<file path="config.mk">
export PLATFORM = sky130hd
export DESIGN_NAME = cfr_regs_top
export DESIGN_NICKNAME = d
export VERILOG_FILES = /design/src/hdl/cfr_pkg.sv /design/src/hdl/cfr_flag_if.sv /design/src/hdl/cfr_regs_top.sv /design/src/hdl/cfr_fault_sync.sv
export SDC_FILE = /design/constraint.sdc
export NUM_CORES = 1
export LEC_CHECK = 0
export ABC_AREA = 1
export ABC_CLOCK_PERIOD_IN_PS = 5690
export BUFFER_PORTS_ARGS = -buffer_cell sky130_fd_sc_hd__buf_2
export CORE_ASPECT_RATIO = 2
export CORE_MARGIN = 8
export CORE_UTILIZATION = 57
export DETAILED_ROUTE_END_ITERATION = 6
export PLACE_DENSITY = 0.81
export SKIP_CTS_REPAIR_TIMING = 1
export SLEW_MARGIN = 30
export SYNTH_ARGS = -nofsm -noshare
export SYNTH_HDL_FRONTEND = slang
export SYNTH_HIERARCHICAL = 1
export SYNTH_SLANG_ARGS = --single-unit
</file>
<file path="constraint.sdc">
create_clock -name clk_sys -period 5.69 [get_ports clk_sys]
set_clock_uncertainty 0.2 [all_clocks]
set_input_delay 0.569 -clock clk_sys [delete_from_list [all_inputs] [get_ports clk_sys]]
set_output_delay 0.569 -clock clk_sys [all_outputs]
set_load 0.02 [all_outputs]
</file>
<file path="src/hdl/cfr_pkg.sv">
// Constants for the converter fault and control register bank.
// Assumes a single 25 MHz system clock; all users write cfr_pkg::name.
package cfr_pkg;

  // Register pointers
  localparam logic [7:0] ADDR_FAULT_STATUS = 8'h10;
  localparam logic [7:0] ADDR_FAULT_MASK = 8'h11;
  localparam logic [7:0] ADDR_CONTROL_A = 8'h12;
  localparam logic [7:0] ADDR_REFERENCE = 8'h13;

  // Flag bit positions, shared by status and mask
  localparam int unsigned NUM_FAULTS = 4;
  localparam int unsigned NUM_FLAGS = 5;
  localparam int unsigned BIT_POWER_GOOD = 4;
  localparam int unsigned BIT_OVERVOLTAGE = 3;
  localparam int unsigned BIT_HARD_SHORT = 2;
  localparam int unsigned BIT_THERMAL = 1;
  localparam int unsigned BIT_OVERCURRENT = 0;
  localparam logic [2:0] STATUS_RSVD_VALUE = 3'h0;

  // Control register fields
  localparam int unsigned COMP_MSB = 7;
  localparam int unsigned COMP_LSB = 5;
  localparam int unsigned SWITCHING_FREQUENCY_SELECT_MSB = 4;
  localparam int unsigned SWITCHING_FREQUENCY_SELECT_LSB = 3;
  localparam int unsigned CURRENT_LIMIT_SELECT_MSB = 2;
  localparam int unsigned CURRENT_LIMIT_SELECT_LSB = 0;

  // Reset values
  localparam logic [4:0] RST_FAULT_MASK = 5'h0f;
  localparam logic [7:0] RST_CONTROL_A = 8'h50;
  localparam logic [7:0] RST_REFERENCE = 8'h44;
  localparam logic [7:0] READ_UNMAPPED = 8'h00;

  // Switching frequency in kHz, indexed by field code
  localparam logic [11:0] SWITCHING_FREQUENCY_SELECT_KHZ_TABLE [0:3] = '{12'h4b0, 12'h5dc, 12'h708, 12'h834};
  // High-side current limit in 10 mA units, indexed by field code
  localparam logic [9:0] CURRENT_LIMIT_SELECT_10MA_TABLE [0:7] = '{10'h2bc, 10'h26c, 10'h230, 10'h1cc,
                                                    10'h17c, 10'h118, 10'h0b4, 10'h063};

  // Reference transfer function, microvolts
  localparam logic [7:0] REF_CODE_LIN_LO = 8'h3d;
  localparam logic [7:0] REF_CODE_LIN_HI = 8'hcc;
  localparam logic [19:0] REF_MIN_UV = 20'h4_8ff8;
  localparam logic [19:0] REF_MAX_UV = 20'hf_4240;
  localparam logic [19:0] REF_STEP_UV = 20'h0_1324;

  // Pin synchroniser lanes
  localparam int unsigned NUM_PINS = 8;
  localparam int unsigned PIN_OVERCURRENT = 0;
  localparam int unsigned PIN_THERMAL = 1;
  localparam int unsigned PIN_HARD_SHORT = 2;
  localparam int unsigned PIN_OVERVOLTAGE = 3;
  localparam int unsigned PIN_POWER_GOOD = 4;
  localparam int unsigned PIN_ENABLE = 5;
  localparam int unsigned PIN_VIO_VALID = 6;
  localparam int unsigned PIN_UVLO = 7;

  typedef enum logic [2:0] {
    CFR_SEL_NONE,
    CFR_SEL_STATUS,
    CFR_SEL_MASK,
    CFR_SEL_CONTROL,
    CFR_SEL_REFERENCE
  } cfr_sel_e;

endpackage : cfr_pkg

</file>
<file path="src/hdl/cfr_flag_if.sv">
// Synchronised fault and supervisor levels between pin sampler and register bank.
// Assumes both ends run on clk_sys.
`timescale 1ns/1ps
interface cfr_flag_if;
  logic [cfr_pkg::NUM_FAULTS-1:0] fault_seen;
  logic power_good;
  logic shutdown;

  modport src (
    output fault_seen,
    output power_good,
    output shutdown
  );

  modport dst (
    input fault_seen,
    input power_good,
    input shutdown
  );
endinterface : cfr_flag_if

</file>
<file path="src/hdl/cfr_regs_top.sv">
// Converter fault, mask, control and reference register bank.
// Assumes a byte-wide register port from a serial engine on clk_sys,
// and asynchronous fault and supervisor pins from the analog side.
//
// Function
// (RULE1) Status bits 7 to 5 read zero
// (RULE2) Status bit 4 shows live power-good
// (RULE3) Status bit 3 flags detected overvoltage
// (RULE4) Status bit 2 flags hard-short latch-off
// (RULE5) Status bit 1 flags thermal latch-off
// (RULE6) Status bit 0 flags overcurrent latch-off
// (RULE7) Mask bit 4 masks power-good, resets 0
// (RULE8) Mask bit 3 masks overvoltage, resets 1
// (RULE9) Mask bit 2 masks hard-short, resets 1
// (RULE10) Mask bit 1 masks thermal, resets 1
// (RULE11) Mask bit 0 masks overcurrent, resets 1
// (RULE12) Control bits 7:5 compensation, resets 010
// (RULE13) Control bits 4:3 frequency, resets 10
// (RULE14) Control bits 2:0 current limit, resets 000
// (RULE15) Reference codes up to 0x3C clamp low
// (RULE16) Codes 0x3D to 0xCC linear 4.9mV steps
// (RULE17) Codes from 0xCD clamp at 1.000V
// (RULE18) Shutdown returns registers to defaults
// (RULE19) Enable, supply or undervoltage loss means shutdown
// (RULE20) Host writes pointer then byte, takes effect
// (RULE21) Writes to status register are ignored
// (RULE22) Alert while any unmasked flag set
`timescale 1ns/1ps
module cfr_regs_top (
  // Clock and reset
  input wire logic clk_sys,
  input wire logic rst_n,
  // Register port from the serial engine
  input wire logic reg_wr,
  input wire logic reg_rd,
  input wire logic [7:0] reg_addr,
  input wire logic [7:0] reg_wdata,
  output logic [7:0] reg_rdata,
  output logic reg_rvalid,
  // Analog comparator and supervisor pins
  input wire logic pin_overcurrent,
  input wire logic pin_thermal,
  input wire logic pin_hard_short,
  input wire logic pin_overvoltage,
  input wire logic pin_power_good,
  input wire logic pin_enable,
  input wire logic pin_vio_valid,
  input wire logic pin_uvlo,
  // Converter settings
  output logic [2:0] comp_select,
  output logic [1:0] switching_frequency_select,
  output logic [2:0] current_limit_select,
  output logic [11:0] switching_frequency_khz,
  output logic [9:0] current_limit_10ma,
  output logic [19:0] reference_uv,
  // Status outputs
  output logic status_alert,
  output logic converter_shutdown
);

  // Register select, shared by the write and read paths
  function automatic cfr_pkg::cfr_sel_e reg_select(input logic [7:0] addr);
    case (addr)
      cfr_pkg::ADDR_FAULT_STATUS: return cfr_pkg::CFR_SEL_STATUS;
      cfr_pkg::ADDR_FAULT_MASK: return cfr_pkg::CFR_SEL_MASK;
      cfr_pkg::ADDR_CONTROL_A: return cfr_pkg::CFR_SEL_CONTROL;
      cfr_pkg::ADDR_REFERENCE: return cfr_pkg::CFR_SEL_REFERENCE;
      default: return cfr_pkg::CFR_SEL_NONE;
    endcase
  endfunction : reg_select

  // Code to microvolts, clamped at both ends
  function automatic logic [19:0] reference_decode(input logic [7:0] code);
    logic [19:0] steps;
    steps = {12'h000, code - cfr_pkg::REF_CODE_LIN_LO};
    if (code < cfr_pkg::REF_CODE_LIN_LO) begin
      return cfr_pkg::REF_MIN_UV; // RULE15
    end else if (code > cfr_pkg::REF_CODE_LIN_HI) begin
      return cfr_pkg::REF_MAX_UV; // RULE17
    end else begin
      return 20'(cfr_pkg::REF_MIN_UV + 20'(steps * cfr_pkg::REF_STEP_UV)); // RULE16
    end
  endfunction : reference_decode

  cfr_flag_if flag_bus();

  cfr_fault_sync u_fault_sync (
    .clk_sys(clk_sys),
    .rst_n(rst_n),
    .pin_overcurrent(pin_overcurrent),
    .pin_thermal(pin_thermal),
    .pin_hard_short(pin_hard_short),
    .pin_overvoltage(pin_overvoltage),
    .pin_power_good(pin_power_good),
    .pin_enable(pin_enable),
    .pin_vio_valid(pin_vio_valid),
    .pin_uvlo(pin_uvlo),
    .flags(flag_bus)
  );

  cfr_pkg::cfr_sel_e wr_sel;
  cfr_pkg::cfr_sel_e rd_sel;
  logic shutdown;
  logic [cfr_pkg::NUM_FAULTS-1:0] flag_q;
  logic pok_q;
  logic [cfr_pkg::NUM_FLAGS-1:0] mask_q;
  logic [7:0] control_q;
  logic [7:0] reference_q;
  logic [7:0] status_vec;
  logic [cfr_pkg::NUM_FLAGS-1:0] alert_vec;
  logic [7:0] read_mux;
  logic [7:0] reg_rdata_q;
  logic reg_rvalid_q;
  logic status_alert_q;
  logic shutdown_q;
  logic [11:0] switching_frequency_select_khz_q;
  logic [9:0] current_limit_select_10ma_q;
  logic [19:0] reference_uv_q;

  assign wr_sel = reg_select(reg_addr);
  assign rd_sel = reg_select(reg_addr);
  assign shutdown = flag_bus.shutdown;

  // Fault flags latch until shutdown; a new event in the clearing cycle wins
  always_ff @(posedge clk_sys or negedge rst_n) begin
    if (!rst_n) begin
      flag_q <= '0;
    end else begin
      flag_q <= flag_bus.fault_seen | (flag_q & {cfr_pkg::NUM_FAULTS{!shutdown}}); // RULE3 RULE4 RULE5 RULE6 RULE18
    end
  end

  // Power-good is a live level, not sticky
  always_ff @(posedge clk_sys or negedge rst_n) begin
    if (!rst_n) begin
      pok_q <= 1'b0;
    end else begin
      pok_q <= flag_bus.power_good; // RULE2
    end
  end

  // Status has no write path at all
  assign status_vec = {cfr_pkg::STATUS_RSVD_VALUE, pok_q, flag_q}; // RULE1 RULE21

  always_ff @(posedge clk_sys or negedge rst_n) begin
    if (!rst_n) begin
      mask_q <= cfr_pkg::RST_FAULT_MASK; // RULE7 RULE8 RULE9 RULE10 RULE11
    end else if (shutdown) begin
      mask_q <= cfr_pkg::RST_FAULT_MASK; // RULE18
    end else if (reg_wr && wr_sel == cfr_pkg::CFR_SEL_MASK) begin
      mask_q <= reg_wdata[cfr_pkg::NUM_FLAGS-1:0]; // RULE20
    end
  end

  always_ff @(posedge clk_sys or negedge rst_n) begin
    if (!rst_n) begin
      control_q <= cfr_pkg::RST_CONTROL_A; // RULE12 RULE13 RULE14
    end else if (shutdown) begin
      control_q <= cfr_pkg::RST_CONTROL_A; // RULE18
    end else if (reg_wr && wr_sel == cfr_pkg::CFR_SEL_CONTROL) begin
      control_q <= reg_wdata; // RULE20
    end
  end

  always_ff @(posedge clk_sys or negedge rst_n) begin
    if (!rst_n) begin
      reference_q <= cfr_pkg::RST_REFERENCE;
    end else if (shutdown) begin
      reference_q <= cfr_pkg::RST_REFERENCE; // RULE18
    end else if (reg_wr && wr_sel == cfr_pkg::CFR_SEL_REFERENCE) begin
      reference_q <= reg_wdata; // RULE20
    end
  end

  always_comb begin
    case (rd_sel)
      cfr_pkg::CFR_SEL_STATUS: read_mux = status_vec;
      cfr_pkg::CFR_SEL_MASK: read_mux = {3'h0, mask_q};
      cfr_pkg::CFR_SEL_CONTROL: read_mux = control_q;
      cfr_pkg::CFR_SEL_REFERENCE: read_mux = reference_q;
      default: read_mux = cfr_pkg::READ_UNMAPPED;
    endcase
  end

  // Read data holds until the next read
  always_ff @(posedge clk_sys or negedge rst_n) begin
    if (!rst_n) begin
      reg_rdata_q <= cfr_pkg::READ_UNMAPPED;
    end else if (reg_rd) begin
      reg_rdata_q <= read_mux;
    end
  end

  always_ff @(posedge clk_sys or negedge rst_n) begin
    if (!rst_n) begin
      reg_rvalid_q <= 1'b0;
    end else begin
      reg_rvalid_q <= reg_rd;
    end
  end

  // Masked flags stay readable; only the alert is gated
  assign alert_vec = {pok_q, flag_q} & ~mask_q;

  always_ff @(posedge clk_sys or negedge rst_n) begin
    if (!rst_n) begin
      status_alert_q <= 1'b0;
    end else begin
      status_alert_q <= |alert_vec; // RULE22
    end
  end

  always_ff @(posedge clk_sys or negedge rst_n) begin
    if (!rst_n) begin
      shutdown_q <= 1'b1;
    end else begin
      shutdown_q <= shutdown;
    end
  end

  // Decoded settings lag the register by one cycle
  always_ff @(posedge clk_sys or negedge rst_n) begin
    if (!rst_n) begin
      switching_frequency_select_khz_q <= cfr_pkg::SWITCHING_FREQUENCY_SELECT_KHZ_TABLE[cfr_pkg::RST_CONTROL_A[cfr_pkg::SWITCHING_FREQUENCY_SELECT_MSB:cfr_pkg::SWITCHING_FREQUENCY_SELECT_LSB]];
      current_limit_select_10ma_q <= cfr_pkg::CURRENT_LIMIT_SELECT_10MA_TABLE[cfr_pkg::RST_CONTROL_A[cfr_pkg::CURRENT_LIMIT_SELECT_MSB:cfr_pkg::CURRENT_LIMIT_SELECT_LSB]];
    end else begin
      switching_frequency_select_khz_q <= cfr_pkg::SWITCHING_FREQUENCY_SELECT_KHZ_TABLE[control_q[cfr_pkg::SWITCHING_FREQUENCY_SELECT_MSB:cfr_pkg::SWITCHING_FREQUENCY_SELECT_LSB]]; // RULE13
      current_limit_select_10ma_q <= cfr_pkg::CURRENT_LIMIT_SELECT_10MA_TABLE[control_q[cfr_pkg::CURRENT_LIMIT_SELECT_MSB:cfr_pkg::CURRENT_LIMIT_SELECT_LSB]]; // RULE14
    end
  end

  always_ff @(posedge clk_sys or negedge rst_n) begin
    if (!rst_n) begin
      reference_uv_q <= reference_decode(cfr_pkg::RST_REFERENCE);
    end else begin
      reference_uv_q <= reference_decode(reference_q); // RULE15 RULE16 RULE17
    end
  end

  assign reg_rdata = reg_rdata_q;
  assign reg_rvalid = reg_rvalid_q;
  assign comp_select = control_q[cfr_pkg::COMP_MSB:cfr_pkg::COMP_LSB]; // RULE12
  assign switching_frequency_select = control_q[cfr_pkg::SWITCHING_FREQUENCY_SELECT_MSB:cfr_pkg::SWITCHING_FREQUENCY_SELECT_LSB];
  assign current_limit_select = control_q[cfr_pkg::CURRENT_LIMIT_SELECT_MSB:cfr_pkg::CURRENT_LIMIT_SELECT_LSB];
  assign switching_frequency_khz = switching_frequency_select_khz_q;
  assign current_limit_10ma = current_limit_select_10ma_q;
  assign reference_uv = reference_uv_q;
  assign status_alert = status_alert_q;
  assign converter_shutdown = shutdown_q;

  AST_STATUS_READBACK: assert property ( // RULE1
    @(posedge clk_sys) disable iff (!rst_n)
    (reg_rd && rd_sel == cfr_pkg::CFR_SEL_STATUS) |=>
      (reg_rvalid && reg_rdata[7:5] == cfr_pkg::STATUS_RSVD_VALUE && reg_rdata == $past(status_vec))
  ) else $error("Status readback wrong or reserved bits nonzero");

  AST_POWER_GOOD_TRACKS_PIN: assert property ( // RULE2
    @(posedge clk_sys) disable iff (!rst_n)
    pin_power_good [*4] |-> pok_q
  ) else $error("Power-good pin high but status bit low");

  AST_OVERVOLTAGE_STICKY: assert property ( // RULE3
    @(posedge clk_sys) disable iff (!rst_n)
    (flag_q[cfr_pkg::BIT_OVERVOLTAGE] && !shutdown) |=> flag_q[cfr_pkg::BIT_OVERVOLTAGE]
  ) else $error("Overvoltage flag lost without shutdown");

  AST_OVERCURRENT_SETS: assert property ( // RULE6
    @(posedge clk_sys) disable iff (!rst_n)
    pin_overcurrent [*3] |=> flag_q[cfr_pkg::BIT_OVERCURRENT] && status_vec[cfr_pkg::BIT_OVERCURRENT]
  ) else $error("Overcurrent pin high but flag not set");

  AST_THERMAL_SETS: assert property ( // RULE5
    @(posedge clk_sys) disable iff (!rst_n)
    pin_thermal [*3] |=> flag_q[cfr_pkg::BIT_THERMAL]
  ) else $error("Thermal pin high but flag not set");

  AST_SHUTDOWN_DEFAULTS: assert property ( // RULE18
    @(posedge clk_sys) disable iff (!rst_n)
    (shutdown && flag_bus.fault_seen == '0) |=>
      (mask_q == cfr_pkg::RST_FAULT_MASK && control_q == cfr_pkg::RST_CONTROL_A
       && reference_q == cfr_pkg::RST_REFERENCE && flag_q == '0)
  ) else $error("Registers not at defaults after shutdown");

  AST_MASK_WRITE: assert property ( // RULE20
    @(posedge clk_sys) disable iff (!rst_n)
    (reg_wr && wr_sel == cfr_pkg::CFR_SEL_MASK && !shutdown) |=>
      mask_q == $past(reg_wdata[cfr_pkg::NUM_FLAGS-1:0])
  ) else $error("Mask write did not take effect");

  AST_STATUS_WRITE_IGNORED: assert property ( // RULE21
    @(posedge clk_sys) disable iff (!rst_n)
    (reg_wr && wr_sel == cfr_pkg::CFR_SEL_STATUS && !shutdown && flag_bus.fault_seen == '0) |=>
      flag_q == $past(flag_q)
  ) else $error("Status flags changed by a write");

  AST_REFERENCE_CLAMP_LOW: assert property ( // RULE15
    @(posedge clk_sys) disable iff (!rst_n)
    (reference_q < cfr_pkg::REF_CODE_LIN_LO) |=> reference_uv == cfr_pkg::REF_MIN_UV
  ) else $error("Low reference code not clamped");

  AST_REFERENCE_CLAMP_HIGH: assert property ( // RULE17
    @(posedge clk_sys) disable iff (!rst_n)
    (reference_q > cfr_pkg::REF_CODE_LIN_HI) |=> reference_uv == cfr_pkg::REF_MAX_UV
  ) else $error("High reference code not clamped");

  AST_REFERENCE_STEP: assert property ( // RULE16
    @(posedge clk_sys) disable iff (!rst_n)
    (reference_q == cfr_pkg::REF_CODE_LIN_LO + 8'h01) |=>
      reference_uv == cfr_pkg::REF_MIN_UV + cfr_pkg::REF_STEP_UV
  ) else $error("Reference step size wrong");

  AST_FREQUENCY_DEFAULT: assert property ( // RULE13
    @(posedge clk_sys) disable iff (!rst_n)
    shutdown [*2] |=> switching_frequency_khz == cfr_pkg::SWITCHING_FREQUENCY_SELECT_KHZ_TABLE[2]
  ) else $error("Default switching frequency wrong");

  AST_ALERT_UNMASKED: assert property ( // RULE22
    @(posedge clk_sys) disable iff (!rst_n)
    (flag_q[cfr_pkg::BIT_HARD_SHORT] && !mask_q[cfr_pkg::BIT_HARD_SHORT]) |=> status_alert
  ) else $error("Unmasked flag did not raise alert");

  AST_ALERT_QUIET: assert property ( // RULE22
    @(posedge clk_sys) disable iff (!rst_n)
    ({pok_q, flag_q} & ~mask_q) == '0 |=> !status_alert
  ) else $error("Alert raised with every flag masked or clear");

endmodule : cfr_regs_top

</file>
<file path="src/hdl/cfr_fault_sync.sv">
// Two-flop synchronisers for comparator and supervisor pins, plus shutdown decode.
// Assumes pins are asynchronous levels from the analog side.
`timescale 1ns/1ps
module cfr_fault_sync (
  // Clock and reset
  input wire logic clk_sys,
  input wire logic rst_n,
  // Asynchronous pins
  input wire logic pin_overcurrent,
  input wire logic pin_thermal,
  input wire logic pin_hard_short,
  input wire logic pin_overvoltage,
  input wire logic pin_power_good,
  input wire logic pin_enable,
  input wire logic pin_vio_valid,
  input wire logic pin_uvlo,
  // Synchronised levels
  cfr_flag_if.src flags
);

  logic [cfr_pkg::NUM_PINS-1:0] raw;
  logic [cfr_pkg::NUM_PINS-1:0] sync1_q;
  logic [cfr_pkg::NUM_PINS-1:0] sync2_q;

  assign raw = {pin_uvlo, pin_vio_valid, pin_enable, pin_power_good,
                pin_overvoltage, pin_hard_short, pin_thermal, pin_overcurrent};

  for (genvar i = 0; i < cfr_pkg::NUM_PINS; i++) begin : g_sync
    always_ff @(posedge clk_sys or negedge rst_n) begin
      if (!rst_n) begin
        sync1_q[i] <= 1'b0;
        sync2_q[i] <= 1'b0;
      end else begin
        sync1_q[i] <= raw[i];
        sync2_q[i] <= sync1_q[i];
      end
    end
  end

  assign flags.fault_seen = sync2_q[cfr_pkg::PIN_OVERVOLTAGE:cfr_pkg::PIN_OVERCURRENT];
  assign flags.power_good = sync2_q[cfr_pkg::PIN_POWER_GOOD];
  // Any supervisor loss counts as shutdown
  assign flags.shutdown = !sync2_q[cfr_pkg::PIN_ENABLE] || !sync2_q[cfr_pkg::PIN_VIO_VALID] // RULE19
                          || sync2_q[cfr_pkg::PIN_UVLO];

  AST_SHUTDOWN_ON_ENABLE_LOW: assert property ( // RULE19
    @(posedge clk_sys) disable iff (!rst_n)
    !pin_enable [*3] |-> flags.shutdown
  ) else $error("Enable held low but shutdown not seen");

endmodule : cfr_fault_sync

</file>
==> metrics <==
sw power=0.7838 mW; status=finished, final reports clean; pwr/cell area=344.5 nW/um^2; die outline height=151.8 um; DP Wirelength=10.19 mm; fin crit share=86.35%; critical path type=flip-flop to flip-flop; final-report max-slew violation count=0; Fin Setup TNS=0 ns; Fmax=203.5 MHz; crit path max fanout=5; number of global-route vias before repair=4502; top post-synthesis cells by area=dfrtp_1 (29%), dfstp_2 (14%), ha_1 (13%); top cell type's share of synthesized area=29.03%; Comb pwr share=38.3%; cell internal pwr=1.285 mW; Finished Layout Cells=782; DR vias=4232; Vias/cell=5.412; Inserted Clock Buffers=9; Starting Density=58.35%; min-delay src=pin_hard_short; gpl congestion=0.9392; leading cell type in the layout, fill and taps excluded=nand2_1; Synth cell types=39; CP Data Arrival Time=4.94 ns; final hold vios=0; WL final=12.60 mm; Placed Area=5729 um^2; Tmin final=4.914 ns; Worst-Margin Slew=0.7865 ns; Core Area=9012 um^2; final net count=767; WHS=0.1403 ns; Worst setup SP type=flip-flop; layout cells sized above 1=24.71%; diode count=0; antenna viol nets, final=0; Avg Cell Area, Syn=8.913 um^2; IO Port Bufs=84; Max-slew headroom=47.56%; clock latency on the worst-skew pair=0.34 ns; worst hold path type=input pin to flip-flop; post-route design area=6005 um^2; first-pass GRT wire length=21.09 mm; WL/cell=16.12 um; setup ws final=0.7764 ns; CTS Sinks=89; register share of total power=35.9%; max_cap viols=0; Synth Cell Area=5259 um^2; Initial DRT Pass Iterations=4; Worst-path clk slew=0.06 ns; most frequent cells in the layout=nand2_1 (124), inv_1 (93), buf_2 (83), dfrtp_1 (61), ha_1 (54); RSZ-0062 raised after global routing=no; CTS tree=yes; first-iteration detailed-routing DRC count=195; Area Growth Syn to Fin=14.18%; critical register-to-register path startpoint=reference_q[0]$_DFFE_PN0P_; largest net degree at the start of global routing=64; sequential-to-total area share from yosys stat=43.02%; grt ovf=0; WP data required=5.72 ns; Sw Share=37.89%; Synth Warn #=6; # DRC=0; area leader, netlist=dfrtp_1; clock power share=25.7%; Cells after Synth=590; Final Total Pwr=2.069 mW; overall die width=83.92 um; initial antenna violation count=0; Place WS=0.7889 ns; Site Rows=49; Total GRT Usage=20.29%; post-synthesis register bit count=89; H-tree levels=3; clk root buf=clkbuf_16; CP Capture Type=flip-flop; fin util=66.63%; Leak=3.250 nW; I/O pins=89; Peak VDD IR=238.8 uV; die area=12740 um^2; clock tree buffer depth=2; Placed Instances=765; worst setup path startpoint=reference_q[0]$_DFFE_PN0P_; Final setup viols=0
[state kept, by name, indices dropped and copies added (netlist names), 3 cells and up]
name / count
switching_frequency_khz: 9
u_fault_sync/flags.fault_seen: 4
u_fault_sync/sync2_q: 3
control_q: 8
u_fault_sync/sync1_q: 8
reg_rdata: 8
reference_uv: 18
mask_q: 5
reference_q: 8
current_limit_10ma: 9
flag_q: 4
[path summary, 6_finish.rpt]
kind                       cells past startpoint  slack, ns                                end
min                                            1       0.14  u_fault_sync/sync1_q[2]$_DFF_PN0_
max in group asynchronous                      3       3.71          reference_uv[3]$_DFF_PN0_
max reg2reg                                   24       0.78         reference_uv[19]$_DFF_PN0_
min in group asynchronous                      2       0.48                flag_q[0]$_DFF_PN0_
min reg2reg                                    0       0.15  u_fault_sync/sync2_q[5]$_DFF_PN0_
max                                           24       0.78         reference_uv[19]$_DFF_PN0_
[cell type report]
| cell class | instances | area, um^2 |
|---|---|---|
| Clock buffer | 11 | 232.7 |
| Clock inverter | 5 | 32.53 |
| Fill cell | 744 | 3008 |
| Inverter | 100 | 376.6 |
| Multi-Input combinational cell | 389 | 2532 |
| Sequential cell | 89 | 2262 |
| Tap cell | 102 | 127.6 |
| Timing Repair Buffer | 86 | 440.4 |
[cells in the mapped netlist (all sizes together)]
cell type / count
nand3: 37
ha: 54
conb: 1
buf: 12
o21ai: 44
dfstp: 28
nand3b: 6
nand2: 138
nor3: 6
o221ai: 1
a211oi: 1
clkbuf: 3
o22ai: 12
nor2: 40
a21oi: 12
o21bai: 6
o31ai: 1
xor2: 8
nand4: 1
inv: 97
xnor2: 4
fa: 10
o21a: 1
clkinv: 3
or2: 3
dfrtp: 61
[cells by family after synthesis]
kind of cell / after synthesis / share of synthesized area, %
buf+inv: 115 / 9.041
flops: 89 / 43.02
compound gates: 78 / 8.423
xor+xnor: 12 / 2.427
fa+ha+maj: 64 / 16.65
simple gates: 231 / 20.37
other cells: 1 / 0.07131
[per-layer routing]
layer  routed length, um  up-vias  global-route usage (%)  part of all wire, %
li1                    -     2031                       -                    -
met1                4161     2029                   17.72                   33
met3                 588       43                   4.497                  4.7
met5                   0        -                       0                    0
met4                 702        0                   13.34                  5.6
met2                7151      129                   38.93                   57
[power by group through the flow]
stage / Combinational (mW) / Sequential (mW) / Clock, mW
global placement: 0.768 / 0.750 / 0
global route: 0.897 / 0.750 / 0.563
finish: 0.793 / 0.743 / 0.532
CTS: 0.798 / 0.744 / 0.538
floorplan: 0.519 / 0.823 / 0
detailed placement: 0.794 / 0.754 / 0
[worst max-delay path, cell delays in order (launching register included)]
cell,delay (ns)
dfrtp_1,0.46
inv_2,0.11
ha_1,0.28
nor3_2,0.31
nand3_1,0.16
xor2_1,0.21
inv_1,0.14
ha_1,0.31
inv_1,0.06
fa_1,0.54
inv_1,0.04
ha_1,0.28
ha_1,0.29
ha_1,0.35
a21oi_1,0.22
o21a_1,0.18
nand2_1,0.06
nand2_1,0.07
nand2_2,0.08
nor2_4,0.13
nand2_4,0.07
nand3_1,0.06
nand2_1,0.05
nor2_1,0.09
nor2_1,0.04
Power figures use the tool's default switching activity.
